==> config.mk <==
export PLATFORM = sky130hd
export DESIGN_NAME = acrc_ctrl
export DESIGN_NICKNAME = d
export VERILOG_FILES = /design/src/acrc_pkg.sv /design/src/acrc_ctrl.sv
export VERILOG_INCLUDE_DIRS = /design/src
export SDC_FILE = /design/constraint.sdc
export NUM_CORES = 1
export LEC_CHECK = 0
export BUFFER_PORTS_ARGS = -buffer_cell sky130_fd_sc_hd__buf_2
export CORE_ASPECT_RATIO = 1.2
export CORE_UTILIZATION = 51
export CTS_BUF_LIST = sky130_fd_sc_hd__clkbuf_16
export DETAILED_ROUTE_END_ITERATION = 7
export PLACE_DENSITY = 0.88
export SYNTH_ARGS = -nofsm -noshare
export SYNTH_HDL_FRONTEND = slang
export SYNTH_SLANG_ARGS = --single-unit
==> constraint.sdc <==
create_clock -name clk_sys -period 3.6 [get_ports clk_sys]
set_clock_uncertainty 0.1 [all_clocks]
set_input_delay 0.72 -clock clk_sys [delete_from_list [all_inputs] [get_ports clk_sys]]
set_output_delay 0.72 -clock clk_sys [all_outputs]
set_load 0.05 [all_outputs]
==> src/acrc_map.svh <==
`ifndef ACRC_MAP_SVH
`define ACRC_MAP_SVH
// ****************************************************************
// Register byte offsets
// ****************************************************************
`define ACRC_OFF_SC1 12'h000
`define ACRC_OFF_SC2 12'h004
`define ACRC_OFF_RH 12'h008
`define ACRC_OFF_RL 12'h00C
`define ACRC_OFF_CVH 12'h010
`define ACRC_OFF_CVL 12'h014
`define ACRC_OFF_CFG 12'h018
// ****************************************************************
// Field positions
// ****************************************************************
`define ACRC_SC1_CFLAG 7
`define ACRC_SC1_CONT 5
`define ACRC_SC2_ACT 7
`define ACRC_SC2_TRG 6
`define ACRC_SC2_CFE 5
`define ACRC_SC2_CFGT 4
`define ACRC_CFG_LP 7
`define ACRC_CFG_DIV_HI 6
`define ACRC_CFG_DIV_LO 5
`define ACRC_CFG_LSMP 4
`define ACRC_CFG_MODE_HI 3
`define ACRC_CFG_MODE_LO 2
`define ACRC_CFG_ICLK_HI 1
`define ACRC_CFG_ICLK_LO 0
// ****************************************************************
// Reset values and codes
// ****************************************************************
`define ACRC_SC1_RST 8'h1F
`define ACRC_CFG_RST 8'h00
`define ACRC_CHAN_OFF 5'h1F
`define ACRC_MODE_10 2'h2
// ****************************************************************
// Conversion timing in converter clock cycles
// ****************************************************************
`define ACRC_SAMPLE_SHORT 6'h04
`define ACRC_SAMPLE_LONG 6'h18
`define ACRC_CONV_OVH 6'h02
`define ACRC_BITS_8 6'h08
`define ACRC_BITS_10 6'h0A
`endif

==> src/acrc_pkg.sv <==
`default_nettype none
package acrc_pkg;
  typedef enum logic [1:0] {
    ACRC_SRC_BUS,
    ACRC_SRC_BUS_HALF,
    ACRC_SRC_ALT,
    ACRC_SRC_ASYNC
  } acrc_src_t;
  typedef struct packed {
    logic [6:0] sc1;
    logic cflag;
    logic act;
    logic trg;
    logic cfe;
    logic cfgt;
    logic [1:0] cvh;
    logic [7:0] cvl;
    logic [7:0] cfg;
    logic [1:0] rh;
    logic [7:0] rl;
    logic lock;
    logic [5:0] cnt;
    logic [2:0] div;
    logic half;
    logic [2:0] s1;
    logic [2:0] s2;
    logic [2:0] s3;
    logic pready;
    logic pslverr;
    logic [31:0] prdata;
    logic ck_pulse;
    logic start;
  } acrc_state_t;
endpackage : acrc_pkg
`default_nettype wire

==> src/acrc_ctrl.sv <==
`include "acrc_map.svh"
`default_nettype none
// Behaviour
// - Active bit in control two rises at start, falls at finish or abort unless a new conversion starts in that cycle.
// - Trigger select 0 starts on control one write; 1 starts on trigger.
// - Control two bit 5 enables the automatic compare.
// - Polarity 0 true when result below value; 1 when at or above.
// - Result high holds bits 9:8; 8-bit loads write it zero.
// - Results load each completion unless compare enabled and false, or 10-bit interlocked.
// - 10-bit: reading high blocks transfers until low read; drop results.
// - 8-bit: no read interlock, transfers never blocked.
// - Mode change drops the interlock; results keep their stale values.
// - High compare bits used only in 10-bit mode with compare on.
// - Low compare bits compared with result bits 7:0 in both modes.
// - Configuration bit 7 selects high speed or reduced power.
// - Divide field 6:5 divides the input clock by 1, 2, 4 or 8.
// - Configuration bit 4 selects short or long sample period.
// - Mode 00 is 8-bit, 10 is 10-bit; 01 and 11 are reserved.
// - Clock field 1:0: bus, bus halved, alternate, asynchronous.
// - Control one write aborts; restarts only with trigger select 0 and channel not all ones.
// - Complete flag sets always without compare, else only when true.
// - Complete flag clears on control one write or result low read.
module acrc_ctrl
  import acrc_pkg::*;
#(
  parameter int ADDR_W = 12
)(
  // Clock and reset
  input wire logic clk_sys,
  input wire logic sys_rst,
  // APB slave
  input wire logic psel,
  input wire logic penable,
  input wire logic pwrite,
  input wire logic [ADDR_W-1:0] paddr,
  input wire logic [31:0] pwdata,
  output logic [31:0] prdata,
  output logic pready,
  output logic pslverr,
  // Trigger and clock pins
  input wire logic hardware_trigger_in,
  input wire logic alternate_clock,
  input wire logic async_clock,
  // Analog core
  input wire logic [9:0] sar_code_in,
  output logic converter_clock,
  output logic conversion_start,
  output logic conversion_active,
  output logic [4:0] channel_select,
  output logic low_power_select,
  output logic long_sample_select
);
  // ****************************************************************
  // State
  // ****************************************************************
  acrc_state_t st_reg;
  acrc_state_t st_next;
  logic acc;
  logic wr;
  logic rd;
  logic mapped;
  logic [7:0] rd_val;
  logic sc1_wr;
  logic cfg_wr;
  logic rd_rh;
  logic rd_rl;
  logic mode10;
  logic chan_on;
  logic hw_edge;
  logic src_tick;
  logic [2:0] div_lim;
  logic sw_start;
  logic hw_start;
  logic cont_start;
  logic start;
  logic done;
  logic [9:0] code;
  logic [9:0] cmp_val;
  logic cond;
  logic hit;
  logic load;
  logic [5:0] conv_len;

  assign acc = psel && penable && st_reg.pready;
  assign wr = acc && pwrite;
  assign rd = acc && !pwrite;
  assign sc1_wr = wr && (paddr == `ACRC_OFF_SC1);
  assign cfg_wr = wr && (paddr == `ACRC_OFF_CFG);
  assign rd_rh = rd && (paddr == `ACRC_OFF_RH);
  assign rd_rl = rd && (paddr == `ACRC_OFF_RL);
  assign mode10 = st_reg.cfg[`ACRC_CFG_MODE_HI:`ACRC_CFG_MODE_LO] ==
                  `ACRC_MODE_10;
  assign chan_on = st_reg.sc1[4:0] != `ACRC_CHAN_OFF;
  assign hw_edge = st_reg.s2[0] && !st_reg.s3[0];

  // ****************************************************************
  // Register read decode
  // ****************************************************************
  always_comb
  begin
    mapped = 1'b1;
    rd_val = 8'h00;
    case (paddr)
      `ACRC_OFF_SC1: rd_val = {st_reg.cflag, st_reg.sc1};
      `ACRC_OFF_SC2: rd_val = {st_reg.act, st_reg.trg, st_reg.cfe,
                               st_reg.cfgt, 4'h0};
      `ACRC_OFF_RH: rd_val = {6'h00, st_reg.rh};
      `ACRC_OFF_RL: rd_val = st_reg.rl;
      `ACRC_OFF_CVH: rd_val = {6'h00, st_reg.cvh};
      `ACRC_OFF_CVL: rd_val = st_reg.cvl;
      `ACRC_OFF_CFG: rd_val = st_reg.cfg;
      default: mapped = 1'b0;
    endcase
  end

  // ****************************************************************
  // Converter clock source and divider
  // ****************************************************************
  always_comb
  begin
    case (acrc_src_t'(st_reg.cfg[`ACRC_CFG_ICLK_HI:`ACRC_CFG_ICLK_LO]))
      ACRC_SRC_BUS: src_tick = 1'b1;
      ACRC_SRC_BUS_HALF: src_tick = st_reg.half;
      ACRC_SRC_ALT: src_tick = st_reg.s2[1] && !st_reg.s3[1];
      ACRC_SRC_ASYNC: src_tick = st_reg.s2[2] && !st_reg.s3[2];
      default: src_tick = 1'b1;
    endcase
    case (st_reg.cfg[`ACRC_CFG_DIV_HI:`ACRC_CFG_DIV_LO])
      2'h0: div_lim = 3'h0;
      2'h1: div_lim = 3'h1;
      2'h2: div_lim = 3'h3;
      default: div_lim = 3'h7;
    endcase
  end

  // ****************************************************************
  // Conversion control and compare
  // ****************************************************************
  assign sw_start = sc1_wr && !st_reg.trg &&
                    (pwdata[4:0] != `ACRC_CHAN_OFF);
  assign hw_start = st_reg.trg && hw_edge && chan_on && !st_reg.act;
  assign done = st_reg.act && st_reg.ck_pulse && (st_reg.cnt == 6'h01) &&
                !sc1_wr;
  assign cont_start = done && st_reg.sc1[`ACRC_SC1_CONT] && chan_on;
  assign start = sw_start || hw_start || cont_start;
  assign conv_len = (st_reg.cfg[`ACRC_CFG_LSMP] ? `ACRC_SAMPLE_LONG
                     : `ACRC_SAMPLE_SHORT)
                    + (mode10 ? `ACRC_BITS_10 : `ACRC_BITS_8)
                    + `ACRC_CONV_OVH;
  // Compare value high bits only matter in 10-bit mode
  assign code = mode10 ? sar_code_in : {2'h0, sar_code_in[7:0]};
  assign cmp_val = mode10 ? {st_reg.cvh, st_reg.cvl}
                   : {2'h0, st_reg.cvl};
  assign cond = st_reg.cfgt ? (code >= cmp_val) : (code < cmp_val);
  assign hit = !st_reg.cfe || cond;
  assign load = done && hit && !(st_reg.lock && mode10);

  always_comb
  begin
    st_next = st_reg;
    // Pin synchronisers: stage one feeds stage two only
    st_next.s1 = {async_clock, alternate_clock, hardware_trigger_in};
    st_next.s2 = st_reg.s1;
    st_next.s3 = st_reg.s2;
    st_next.half = !st_reg.half;
    st_next.ck_pulse = 1'b0;
    if (src_tick)
    begin
      if (st_reg.div >= div_lim)
      begin
        st_next.div = 3'h0;
        st_next.ck_pulse = 1'b1;
      end
      else
      begin
        st_next.div = st_reg.div + 3'h1;
      end
    end
    // APB: one wait state, effects at the completing edge
    st_next.pready = psel && penable && !st_reg.pready;
    st_next.pslverr = psel && penable && !st_reg.pready && !mapped;
    if (psel && penable && !st_reg.pready)
    begin
      st_next.prdata = {24'h000000, rd_val};
    end
    if (wr)
    begin
      case (paddr)
        `ACRC_OFF_SC1: st_next.sc1 = pwdata[6:0];
        `ACRC_OFF_SC2:
        begin
          // Bits 3:0 are reserved and ignored
          st_next.trg = pwdata[`ACRC_SC2_TRG];
          st_next.cfe = pwdata[`ACRC_SC2_CFE];
          st_next.cfgt = pwdata[`ACRC_SC2_CFGT];
        end
        `ACRC_OFF_CVH: st_next.cvh = pwdata[1:0];
        `ACRC_OFF_CVL: st_next.cvl = pwdata[7:0];
        `ACRC_OFF_CFG: st_next.cfg = pwdata[7:0];
        default: st_next.cfg = st_reg.cfg;
      endcase
    end
    // Conversion sequencer
    if (st_reg.act && st_reg.ck_pulse && !done)
    begin
      st_next.cnt = st_reg.cnt - 6'h01;
    end
    if (sc1_wr || done)
    begin
      st_next.act = 1'b0;
    end
    if (start)
    begin
      st_next.act = 1'b1;
      st_next.cnt = conv_len;
    end
    st_next.start = start;
    // Result transfer
    if (load)
    begin
      st_next.rl = code[7:0];
      st_next.rh = mode10 ? code[9:8] : 2'h0;
    end
    // Interlock; a mode change drops it and leaves stale results
    if (rd_rl || cfg_wr)
    begin
      st_next.lock = 1'b0;
    end
    if (rd_rh && mode10)
    begin
      st_next.lock = 1'b1;
    end
    // Complete flag: a set in the clearing cycle wins
    if (sc1_wr || rd_rl)
    begin
      st_next.cflag = 1'b0;
    end
    if (done && hit)
    begin
      st_next.cflag = 1'b1;
    end
  end

  always_ff @(posedge clk_sys or posedge sys_rst)
  begin
    if (sys_rst)
    begin
      st_reg <= '0;
      st_reg.sc1 <= 7'(`ACRC_SC1_RST);
      st_reg.cfg <= `ACRC_CFG_RST;
    end
    else
    begin
      st_reg <= st_next;
    end
  end

  // ****************************************************************
  // Outputs
  // ****************************************************************
  assign prdata = st_reg.prdata;
  assign pready = st_reg.pready;
  assign pslverr = st_reg.pslverr;
  assign converter_clock = st_reg.ck_pulse;
  assign conversion_start = st_reg.start;
  assign conversion_active = st_reg.act;
  assign channel_select = st_reg.sc1[4:0];
  assign low_power_select = st_reg.cfg[`ACRC_CFG_LP];
  assign long_sample_select = st_reg.cfg[`ACRC_CFG_LSMP];
endmodule : acrc_ctrl
`default_nettype wire

Word level (Yosys, flattened, before mapping). Index checks and enable logic that the tools add are counted.

Register bits: 72. Output and inout bits: 44. Word-level logic and storage cells: 126.

Add/subtract/negate cells: 4. $lt $le $gt $ge: 3. Equality and inequality tests: 15. Multiplexer cells: 21. Reductions and logical operators: 60.

Operators with widths (number): $pmux W8 S7 (1); $eq A12 B5 Y1 const B (3); $logic_and A1 B1 Y1 (28); $eq A12 B4 Y1 const B (2); $mux W10 (2); $logic_not A1 Y1 (13); $eq A12 B3 Y1 const B (1); $logic_not A12 Y1 (1); $mux W6 (2); $ge A10 B10 Y1 (1); $lt A10 B10 Y1 (1); $mux W1 (10); $ne A5 B5 Y1 const B (2); $reduce_and A2 Y1 (5); $pmux W3 S3 (1); $eq A2 B2 Y1 const B (4); $reduce_bool A2 Y1 (4); $reduce_or A7 Y1 (1); $add A5 B4 Y6 (1); $add A6 B2 Y6 const B (1); $eq A6 B1 Y1 const B (1); $logic_or A1 B1 Y1 (6); $sub A6 B1 Y6 const B (1); $mux W5 (1); other kinds (7) (10).

Logic depth before layout (Yosys ltp). Gate-level depths: netlist of run 1.

Depth after elaboration: 10. Mapped depth: 11. Gate-level depth less buffers: 9.

Worst setup path after synthesis of run 1. Ideal clock, no wire load.

Path kind: input to register. Start point: in sar_code_in[8]. End point: reg st_reg[56] (netlist bit). Setup time: 0.125 ns. Data arrival time: 2.573 ns. Required time: 3.375 ns. Path slack: 0.802 ns. Cell stages on the path: 9. Path buffers: 1. Path through: and2_1 ha_1 o21ai_0 nor2_1 a2111oi_2 mux2i_1 and3_1 buf_6 mux2_4.

Longest elaborated chain between the ends: 6. Elaborated cells between the ends (all ways): 7. Classes of those cells: 2 x order compare; 2 x mux; 3 x reduce/logical.

Ends and longest elaborated chain: start: declaration (line acrc_ctrl.sv:45) `input wire logic [9:0] sar_code_in,`; $mux W10 * (line acrc_ctrl.sv:151) `assign code = mode10 ? sar_code_in : {2'h0, sar_code_in[7:0]};`; $lt A10 B10 Y1 / $ge A10 B10 Y1 (equally long branches) (line acrc_ctrl.sv:154) `assign cond = st_reg.cfgt ? (code >= cmp_val) : (code < cmp_val);`; $mux W1 * (line acrc_ctrl.sv:154); $logic_or A1 B1 Y1 * (line acrc_ctrl.sv:155) `assign hit = !st_reg.cfe || cond;`; $logic_and A1 B1 Y1 * (2 in a row) (line acrc_ctrl.sv:156) `assign load = done && hit && !(st_reg.lock && mode10);`; end signal: assignment (line acrc_ctrl.sv:254) `st_reg <= st_next;`; end: declaration (line acrc_ctrl.sv:56) `acrc_state_t st_reg;`.

Mark *: on every way between the ends. The rest lies on a longest branch, timed or not. A chain may end at the register's enable or synchronous reset.

Worst setup path in the final report of run 1.
Start point: reg st_reg[69] (netlist bit). End point: reg st_reg[62] (netlist bit).

Longest elaborated chain between the ends: 7. Elaborated cells between the ends (all ways): 11. Classes of those cells: 2 x order compare; 1 x eq/ne; 3 x mux; 5 x reduce/logical.

Ends and longest elaborated chain (line): $eq A2 B2 Y1 (no line) *; $mux W10, on equally long branches (acrc_ctrl.sv:151, acrc_ctrl.sv:152); $lt A10 B10 Y1 / $ge A10 B10 Y1 (equally long branches) (acrc_ctrl.sv:154); $mux W1 (acrc_ctrl.sv:154); $logic_or A1 B1 Y1 (acrc_ctrl.sv:155); $logic_and A1 B1 Y1 (acrc_ctrl.sv:156); $logic_and A1 B1 Y1 * (acrc_ctrl.sv:156).

Marks and branches as above.

==> results of run 1 <==
logic make-up after synthesis:
family                   after synthesis  share of synthesized area (%)
flip-flops                            72                           45.7
AO/OA/AOI/OAI                         62                           10.8
multiplexers                          45                           13.9
XOR/XNOR                               1                          0.221
other                                  1                         0.0948
AND/OR/NAND/NOR                       90                           12.4
buffers and inverters                 74                           11.2
adder cells (fa/ha/maj)               18                           5.69
per-layer routing:
metal | up-vias | global-route usage (%) | part of all wire (%)
met5 | - | 0 | 0
met4 | 0 | 13.0 | 3.1
met3 | 26 | 4.44 | 6.8
met2 | 158 | 38.7 | 50
met1 | 1404 | 29.7 | 40
li1 | 1307 | - | -
cell type report:
cell class | count | area (um^2) | area share [%]
Sequential cell | 72 | 1810 | 40.2
Multi-Input combinational cell | 240 | 1790 | 39.9
Timing Repair Buffer | 63 | 330 | 7.35
Clock buffer | 9 | 225 | 5.01
Clock inverter | 7 | 136 | 3.04
Tap cell | 90 | 113 | 2.51
Inverter | 23 | 86.3 | 1.92
final timing paths:
| path | slack, ns | to | start |
|---|---|---|---|
| max | 0.49 | st_reg[62]$_DFFE_PP0P_ | st_reg[69]$_DFFE_PP0P_ |
| min | 0.25 | st_next[36]$_DFF_PP0_ | st_next[39]$_DFF_PP0_ |
| max reg2reg | 0.49 | st_reg[62]$_DFFE_PP0P_ | st_reg[69]$_DFFE_PP0P_ |
| min reg2reg | 0.25 | st_next[36]$_DFF_PP0_ | st_next[39]$_DFF_PP0_ |
| max in group asynchronous | 2.26 | st_reg[57]$_DFFE_PP0P_ | sys_rst |
| min in group asynchronous | 0.55 | st_next[38]$_DFF_PP0_ | sys_rst |
cell usage after synthesis (all sizes together) (8+ instances only):
cell type	instances
buf	45
nand2	27
o21ai	20
dfrtp	67
mux2i	8
a21oi	16
nor2	19
mux2	36
inv	23
ha	18
per-stage QoR:
| stage | std cells | setup WS (ns) | hold WS, ns |
|---|---|---|---|
| 3_3_place_gp | 488 | 0.534 | 0.233 |
| 2_1_floorplan | 386 | 0.802 | 0.231 |
| 4_1_cts | 504 | 0.512 | 0.247 |
| 5_1_grt | 504 | 0.416 | 0.252 |
| 6_report | 504 | 0.488 | 0.246 |
| 3_5_place_dp | 488 | 0.483 | 0.235 |
critical path, stage by stage, from the launching register on:
cell       delay (ns)
dfrtp_1          0.40
nor2b_1          0.16
buf_4            0.18
and2_1           0.20
ha_1             0.33
o21ai_0          0.15
nor2_1           0.07
a2111oi_2        0.38
mux2i_1          0.27
and3_1           0.23
buf_4            0.21
mux2_4           0.32
report_power, final:
| part | internal, mW | switching, mW | total [mW] |
|---|---|---|---|
| logic | 0.0782 | 0.221 | 0.299 |
| clock network | 0.743 | 0.337 | 1.08 |
| registers | 0.849 | 0.0266 | 0.876 |
| total | 1.67 | 0.584 | 2.25 |
==> impl_metrics.json, run 1 <==
{
  "path_clk_slew_ns": 0.06,
  "hpwl_um": 6400,
  "syn_area_mm2": 0.00396,
  "min_path_cells": 0,
  "relSlewSlack_pct": 35.1,
  "areaGrowthSynthToFinish_pct": 13.5,
  "dpl_cell_area_mm2": 0.00413,
  "yosysSeqAreaShare_pct": 45.7,
  "synth_warnings": 0,
  "core_mm2": 0.00736,
  "num_vias": 2895,
  "ys_ff_latch": 72,
  "critPathArrivalTime_ns": 3.22,
  "drc": 0,
  "final_common_cell": "dfrtp_1",
  "crit_fanout": 9,
  "fmax_mhz": 321,
  "hold_viol": 0,
  "r2r_cells": 11,
  "numCtsBuffers": 9,
  "total_power_mw": 2.25,
  "synth_ff_type": "dfrtp_1",
  "fill_cells": 583,
  "synth_edf_count": 0,
  "routabilityCongestion": 0.901,
  "fin_setup_tns_ns": 0,
  "final_cell_mix": "dfrtp_1, buf_2, nand2_1, mux2_2, conb_1",
  "viasPerCell": 5.74,
  "synth_top_area_share_pct": 42.4,
  "nNetsFinal": 489,
  "maxCapViolations": 0,
  "period_share_pct": 86.4,
  "hp-class": "reg2reg",
  "cts_buffer_depth": 2,
  "post-cts-setup-buffers": 0,
  "firstDrtPassIters": 7,
  "grt_pass1_wl_um": 14000,
  "hold_buffers": 0,
  "ys_types": 55,
  "wire_per_inst_um": 17.6,
  "post-route-util_pct": 61.1,
  "p_leak_nw": 2.24,
  "htree_levels": 3,
  "ys_top_cells_by_area": "dfrtp_1, buf_4, mux2_2, ha_1, mux2_4",
  "antenna_found_initial": 0,
  "placementRows": 34,
  "ctsRootBufferMaster": "clkbuf_16",
  "ios": 106,
  "crit_required_ns": 3.71,
  "grt_pass1_vias": 2724,
  "powerDensity_mw_per_mm2": 502,
  "clk_latency_ns": 0.33,
  "criticalPathCategory": "reg2reg",
  "ant_nets": 0,
  "synth_top_cell_by_area": "dfrtp_1",
  "cts_tree": "built",
  "grt_max_degree": 73,
  "grt_remaining_overflow": 0,
  "setup_viol": 0,
  "rsz0062_at_grt": "no",
  "worst_setup_path_start_kind": "flip-flop",
  "numPortBuffers": 57,
  "worst_slew_pin_slew_ns": 0.970,
  "end_kind": "flip-flop",
  "wirelength_um": 8860,
  "drive_gt1_share_pct": 31.4,
  "cts_resized": 0,
  "slew_violations": 0,
  "largest_reg_flops": 46,
  "antenna_cells": 0,
  "start_util_pct": 53.8,
  "dieWidth_um": 82.4,
  "dieArea_mm2": 0.00812,
  "synthCells": 363,
  "finalCriticalPeriod_ns": 3.11,
  "drtIter0Drc": 351,
  "design_area_mm2": 0.00449,
  "die_h_um": 98.5,
  "synthArstFlopShare_pct": 100,
  "clkSinkCount": 72,
  "status": "complete, no violations",
  "ir_worst_vdd_mv": 0.367,
  "track_usage_pct": 23.9,
  "synth_area_per_cell_um2": 10.9
}
(Power assumes the default switching activity.)
==> run 2: changes to the inputs <==
clock period = 3.25 ns   (was 3.6 ns; I/O delays follow)
==> impl_metrics.json, run 2 (same netlist as run 1, synthesis figures left out) <==
{
  "grt_max_degree": 29,
  "relSlewSlack_pct": 37.9,
  "seq_area_mm2": 0.00181,
  "numCtsBuffers": 9,
  "criticalPathCategory": "reg2reg",
  "core_mm2": 0.00736,
  "maxCapViolations": 0,
  "clk_latency_ns": 0.34,
  "largest_reg_flops": 46,
  "cp_slowest_stage_delay_ns": 0.40,
  "worst_setup_path_start_kind": "flip-flop",
  "crit_path_frequent_cell": "buf_4",
  "wirelength_um": 9000,
  "r2r_slack_ns": 0.19,
  "crit_fanout": 9,
  "clkSinkCount": 72,
  "hold_buffers": 0,
  "routabilityCongestion": 0.945,
  "final_common_cell": "dfrtp_1",
  "multi_input_area_mm2": 0.00179,
  "min_path_cells": 0,
  "ant_nets": 0,
  "grt_remaining_overflow": 0,
  "track_usage_pct": 24.6,
  "worst_slew_pin_slew_ns": 0.928,
  "fin_setup_tns_ns": 0,
  "cts_tree": "built",
  "final_cell_mix": "dfrtp_1, buf_2, nand2_1, mux2_2, conb_1",
  "numPortBuffers": 57,
  "ir_worst_vdd_mv": 0.313,
  "hold_slack_ns": 0.245,
  "p_leak_nw": 2.21,
  "drtIter0Drc": 350,
  "drc": 0,
  "drive_gt1_share_pct": 31.7,
  "die_h_um": 98.5,
  "crit_required_ns": 3.38,
  "placementRows": 34,
  "critPathArrivalTime_ns": 3.19,
  "ios": 106,
  "firstDrtPassIters": 6,
  "powerDensity_mw_per_mm2": 511,
  "hp-class": "reg2reg",
  "areaGrowthSynthToFinish_pct": 12.0,
  "r2r_cells": 11,
  "period_share_pct": 94.2,
  "num_vias": 2860,
  "critPathSlowestCell": "dfrtp_1",
  "ctsRootBufferMaster": "clkbuf_16",
  "htree_levels": 3,
  "min_to": "st_next[38]$_DFF_PP0_",
  "wire_per_inst_um": 17.8,
  "post-cts-setup-buffers": 0,
  "end_kind": "flip-flop",
  "status": "complete, no violations",
  "hpwl_um": 6540,
  "cts_resized": 0,
  "cts_buffer_depth": 2,
  "grt_pass1_wl_um": 14400,
  "grt_pass1_vias": 2921,
  "antenna_cells": 0,
  "fill_cells": 574,
  "antenna_found_initial": 0,
  "hold_viol": 0,
  "finalCriticalPeriod_ns": 3.06,
  "dieWidth_um": 82.4,
  "nNetsFinal": 491,
  "start_util_pct": 53.8,
  "hp-start": "st_next[41]$_DFF_PP0_",
  "rr_endpoint": "st_reg[61]$_DFFE_PP0P_",
  "path_cells": "nor2b_1, buf_4, and2_1, ha_1, o21ai_0, nor2_1, a2111oi_2, mux2i_1, and3_1, buf_4, mux2_4",
  "r2r-start": "st_reg[69]$_DFFE_PP0P_",
  "setup_viol": 0,
  "rsz0062_at_grt": "no",
  "path_clk_slew_ns": 0.06,
  "dieArea_mm2": 0.00812,
  "fmax_mhz": 327,
  "viasPerCell": 5.65,
  "slew_violations": 0
}
run 2: cell type report:
| class | count | area share, % |
|---|---|---|
| multi-input cells | 240 | 40.5 |
| clock inverters | 7 | 1.41 |
| repair buffers | 65 | 7.79 |
| clock buffers | 9 | 5.08 |
| inverters | 23 | 1.95 |
| well taps | 90 | 2.54 |
| flip-flops and latches | 72 | 40.8 |
run 2: how the worst max path moves through the flow:
| stage | from | to | slack (ns) | depth (start not counted) |
|---|---|---|---|---|
| global route | st_reg[69]$_DFFE_PP0P_ | st_reg[62]$_DFFE_PP0P_ | 0.05 | 11 |
| global placement | sar_code_in[8] | st_reg[61]$_DFFE_PP0P_ | 0.28 | 10 |
| detailed placement | sar_code_in[8] | st_reg[62]$_DFFE_PP0P_ | 0.23 | 10 |
| CTS | st_reg[69]$_DFFE_PP0P_ | st_reg[61]$_DFFE_PP0P_ | 0.23 | 11 |
| floorplan | st_reg[69]$_DFFE_PP0P_ | st_reg[56]$_DFFE_PP0P_ | 0.48 | 11 |
| finish | st_reg[69]$_DFFE_PP0P_ | st_reg[61]$_DFFE_PP0P_ | 0.19 | 11 |
run 2: layer usage:
| layer | part of all wire (%) | track usage (%) | wire length [um] |
|---|---|---|---|
| met4 | 3.1 | 12.8 | 283 |
| met2 | 51 | 39.9 | 4600 |
| met5 | 0 | 0 | 0 |
| met1 | 39 | 29.2 | 3530 |
| met3 | 6.5 | 6.94 | 584 |
run 2: power breakdown:
group          leakage, nW  switching, mW  internal (mW)  total (mW)
combinational         1.19          0.246         0.0882       0.334
clock                0.136          0.374          0.585       0.959
sequential           0.884         0.0314          0.941       0.972
run 2: critical path: cells and delay by family, from the launching register on:
kind,cells,cell delay (ns)
simple gates,4,0.62
fa+ha+maj,1,0.32
compound gates,2,0.55
mux,2,0.58
flops,1,0.40
buf+inv,2,0.36
run 2: per-stage QoR:
step           instance area (um^2)  setup slack (ns)  std cells  util, %  power [mW]
3_5_place_dp                   4150             0.233        490     56.3        1.32
5_1_grt                        4430            0.0451        506     60.3        2.36
3_3_place_gp                   4150             0.278        490     56.3        1.31
6_report                       4430             0.190        506     60.3        2.26
2_1_floorplan                  4040             0.478        386        -        1.27
4_1_cts                        4430             0.230        506     60.3        2.28
==> run 3: changes to the inputs <==
CORE_ASPECT_RATIO = 0.7   (was 1.2)
CTS_CLUSTER_SIZE = 25   (was unset)
==> impl_metrics.json, run 3 (same netlist as run 1, synthesis figures left out) <==
{
  "grt_remaining_overflow": 0,
  "nNetsFinal": 489,
  "htree_levels": 3,
  "track_usage_pct": 24.0,
  "final_cell_mix": "dfrtp_1, buf_2, nand2_1, mux2_2",
  "total_power_mw": 2.16,
  "end_kind": "flip-flop",
  "rsz0062_at_grt": "no",
  "dieWidth_um": 107,
  "criticalPathCategory": "reg2reg",
  "drc": 0,
  "crit_fanout": 6,
  "multi_input_area_mm2": 0.00179,
  "viasPerCell": 5.69,
  "grt_pass1_wl_um": 14100,
  "clkSinkCount": 72,
  "status": "complete, no violations",
  "core_mm2": 0.00742,
  "post-route-util_pct": 59.5,
  "placementRows": 26,
  "period_share_pct": 94.2,
  "clk_latency_ns": 0.33,
  "finalCriticalPeriod_ns": 3.06,
  "cts_resized": 0,
  "die_h_um": 75.7,
  "hpwl_um": 6740,
  "numPortBuffers": 57,
  "cts_buffer_depth": 2,
  "largest_reg_flops": 46,
  "antenna_cells": 0,
  "seq_area_mm2": 0.00181,
  "path_clk_slew_ns": 0.05,
  "worst_slew_pin_slew_ns": 1.06,
  "areaGrowthSynthToFinish_pct": 11.4,
  "post-cts-setup-buffers": 0,
  "numCtsBuffers": 9,
  "grt_pass1_vias": 2847,
  "wirelength_um": 8960,
  "ctsRootBufferMaster": "clkbuf_16",
  "drtIter0Drc": 189,
  "ant_nets": 0,
  "hold_viol": 0,
  "grt_max_degree": 43,
  "fill_cells": 596,
  "critPathArrivalTime_ns": 3.18,
  "slew_violations": 0,
  "powerDensity_mw_per_mm2": 491,
  "start_util_pct": 53.4,
  "hold_slack_ns": 0.250,
  "ir_worst_vdd_mv": 0.385,
  "drive_gt1_share_pct": 30.7,
  "p_leak_nw": 2.20,
  "pre_cts_ws_ns": 0.251,
  "dpl_cell_area_mm2": 0.00415,
  "dieArea_mm2": 0.00812,
  "final_common_cell": "dfrtp_1",
  "hp-class": "reg2reg",
  "routabilityCongestion": 0.895,
  "worst_setup_path_start_kind": "flip-flop",
  "fmax_mhz": 327,
  "firstDrtPassIters": 5,
  "cts_tree": "built",
  "design_area_mm2": 0.00441,
  "setup_viol": 0,
  "wire_per_inst_um": 17.5,
  "crit_required_ns": 3.36,
  "fin_ws_ns": 0.188,
  "maxCapViolations": 0,
  "antenna_found_initial": 0,
  "num_vias": 2915,
  "ios": 106,
  "place_inst": 496,
  "hold_buffers": 0,
  "relSlewSlack_pct": 29.4,
  "fin_setup_tns_ns": 0,
  "fin_cells": 512
}
-- run 3: cell types whose count changed in the layout (fill, tap and decap cells not counted) --
cell and change:
buf_12 +1, clkinv_2 -1, clkinv_1 +1, buf_4 -3
inv_1 +2, clkinvlp_4 -1, bufinv_16 -1
-- run 3: where the power goes --
part,internal (mW),leakage (nW),switching [mW]
logic,0.0880,1.19,0.244
registers,0.941,0.884,0.0317
clock network,0.501,0.130,0.359
total,1.53,2.20,0.634
-- run 3: layout make-up --
cell class                 count  share of cell area (%)
clock buffer                   9                    5.11
clock inverter                 7                   0.709
inverter                      23                    1.96
multi-input combinational    240                    40.7
sequential                    72                    41.0
tap                           98                    2.78
timing repair buffer          63                    7.77
-- run 3: path summary, 6_finish.rpt --
| check | from | to | slack, ns | cells past startpoint |
|---|---|---|---|---|
| min in group asynchronous | sys_rst | st_reg[50]$_DFFE_PP0P_ | 0.32 | 2 |
| min | st_next[39]$_DFF_PP0_ | st_next[36]$_DFF_PP0_ | 0.25 | 0 |
| max | st_reg[68]$_DFFE_PP0P_ | st_reg[63]$_DFFE_PP0P_ | 0.19 | 10 |
| max reg2reg | st_reg[68]$_DFFE_PP0P_ | st_reg[63]$_DFFE_PP0P_ | 0.19 | 10 |
| max in group asynchronous | sys_rst | channel_select[2]$_DFFE_PP1P_ | 2.01 | 3 |
| min reg2reg | st_next[39]$_DFF_PP0_ | st_next[36]$_DFF_PP0_ | 0.25 | 0 |
-- run 3: metal layers --
metal / GRT usage (%) / wire (um) / part of all wire [%]
met1: 30.7 / 3800 / 42
met3: 8.81 / 832 / 9.3
met4: 6.70 / 144 / 1.6
met5: 0 / 0 / 0
met2: 39.2 / 4180 / 47
-- run 3: critical path, stage by stage (launching register included) --
cell	delay (ns)
dfrtp_1	0.39
nor2b_1	0.35
and2_1	0.22
ha_1	0.25
o21ai_0	0.18
nor2_1	0.08
a2111oi_2	0.37
mux2i_1	0.29
and3_1	0.21
buf_4	0.19
mux2_4	0.31
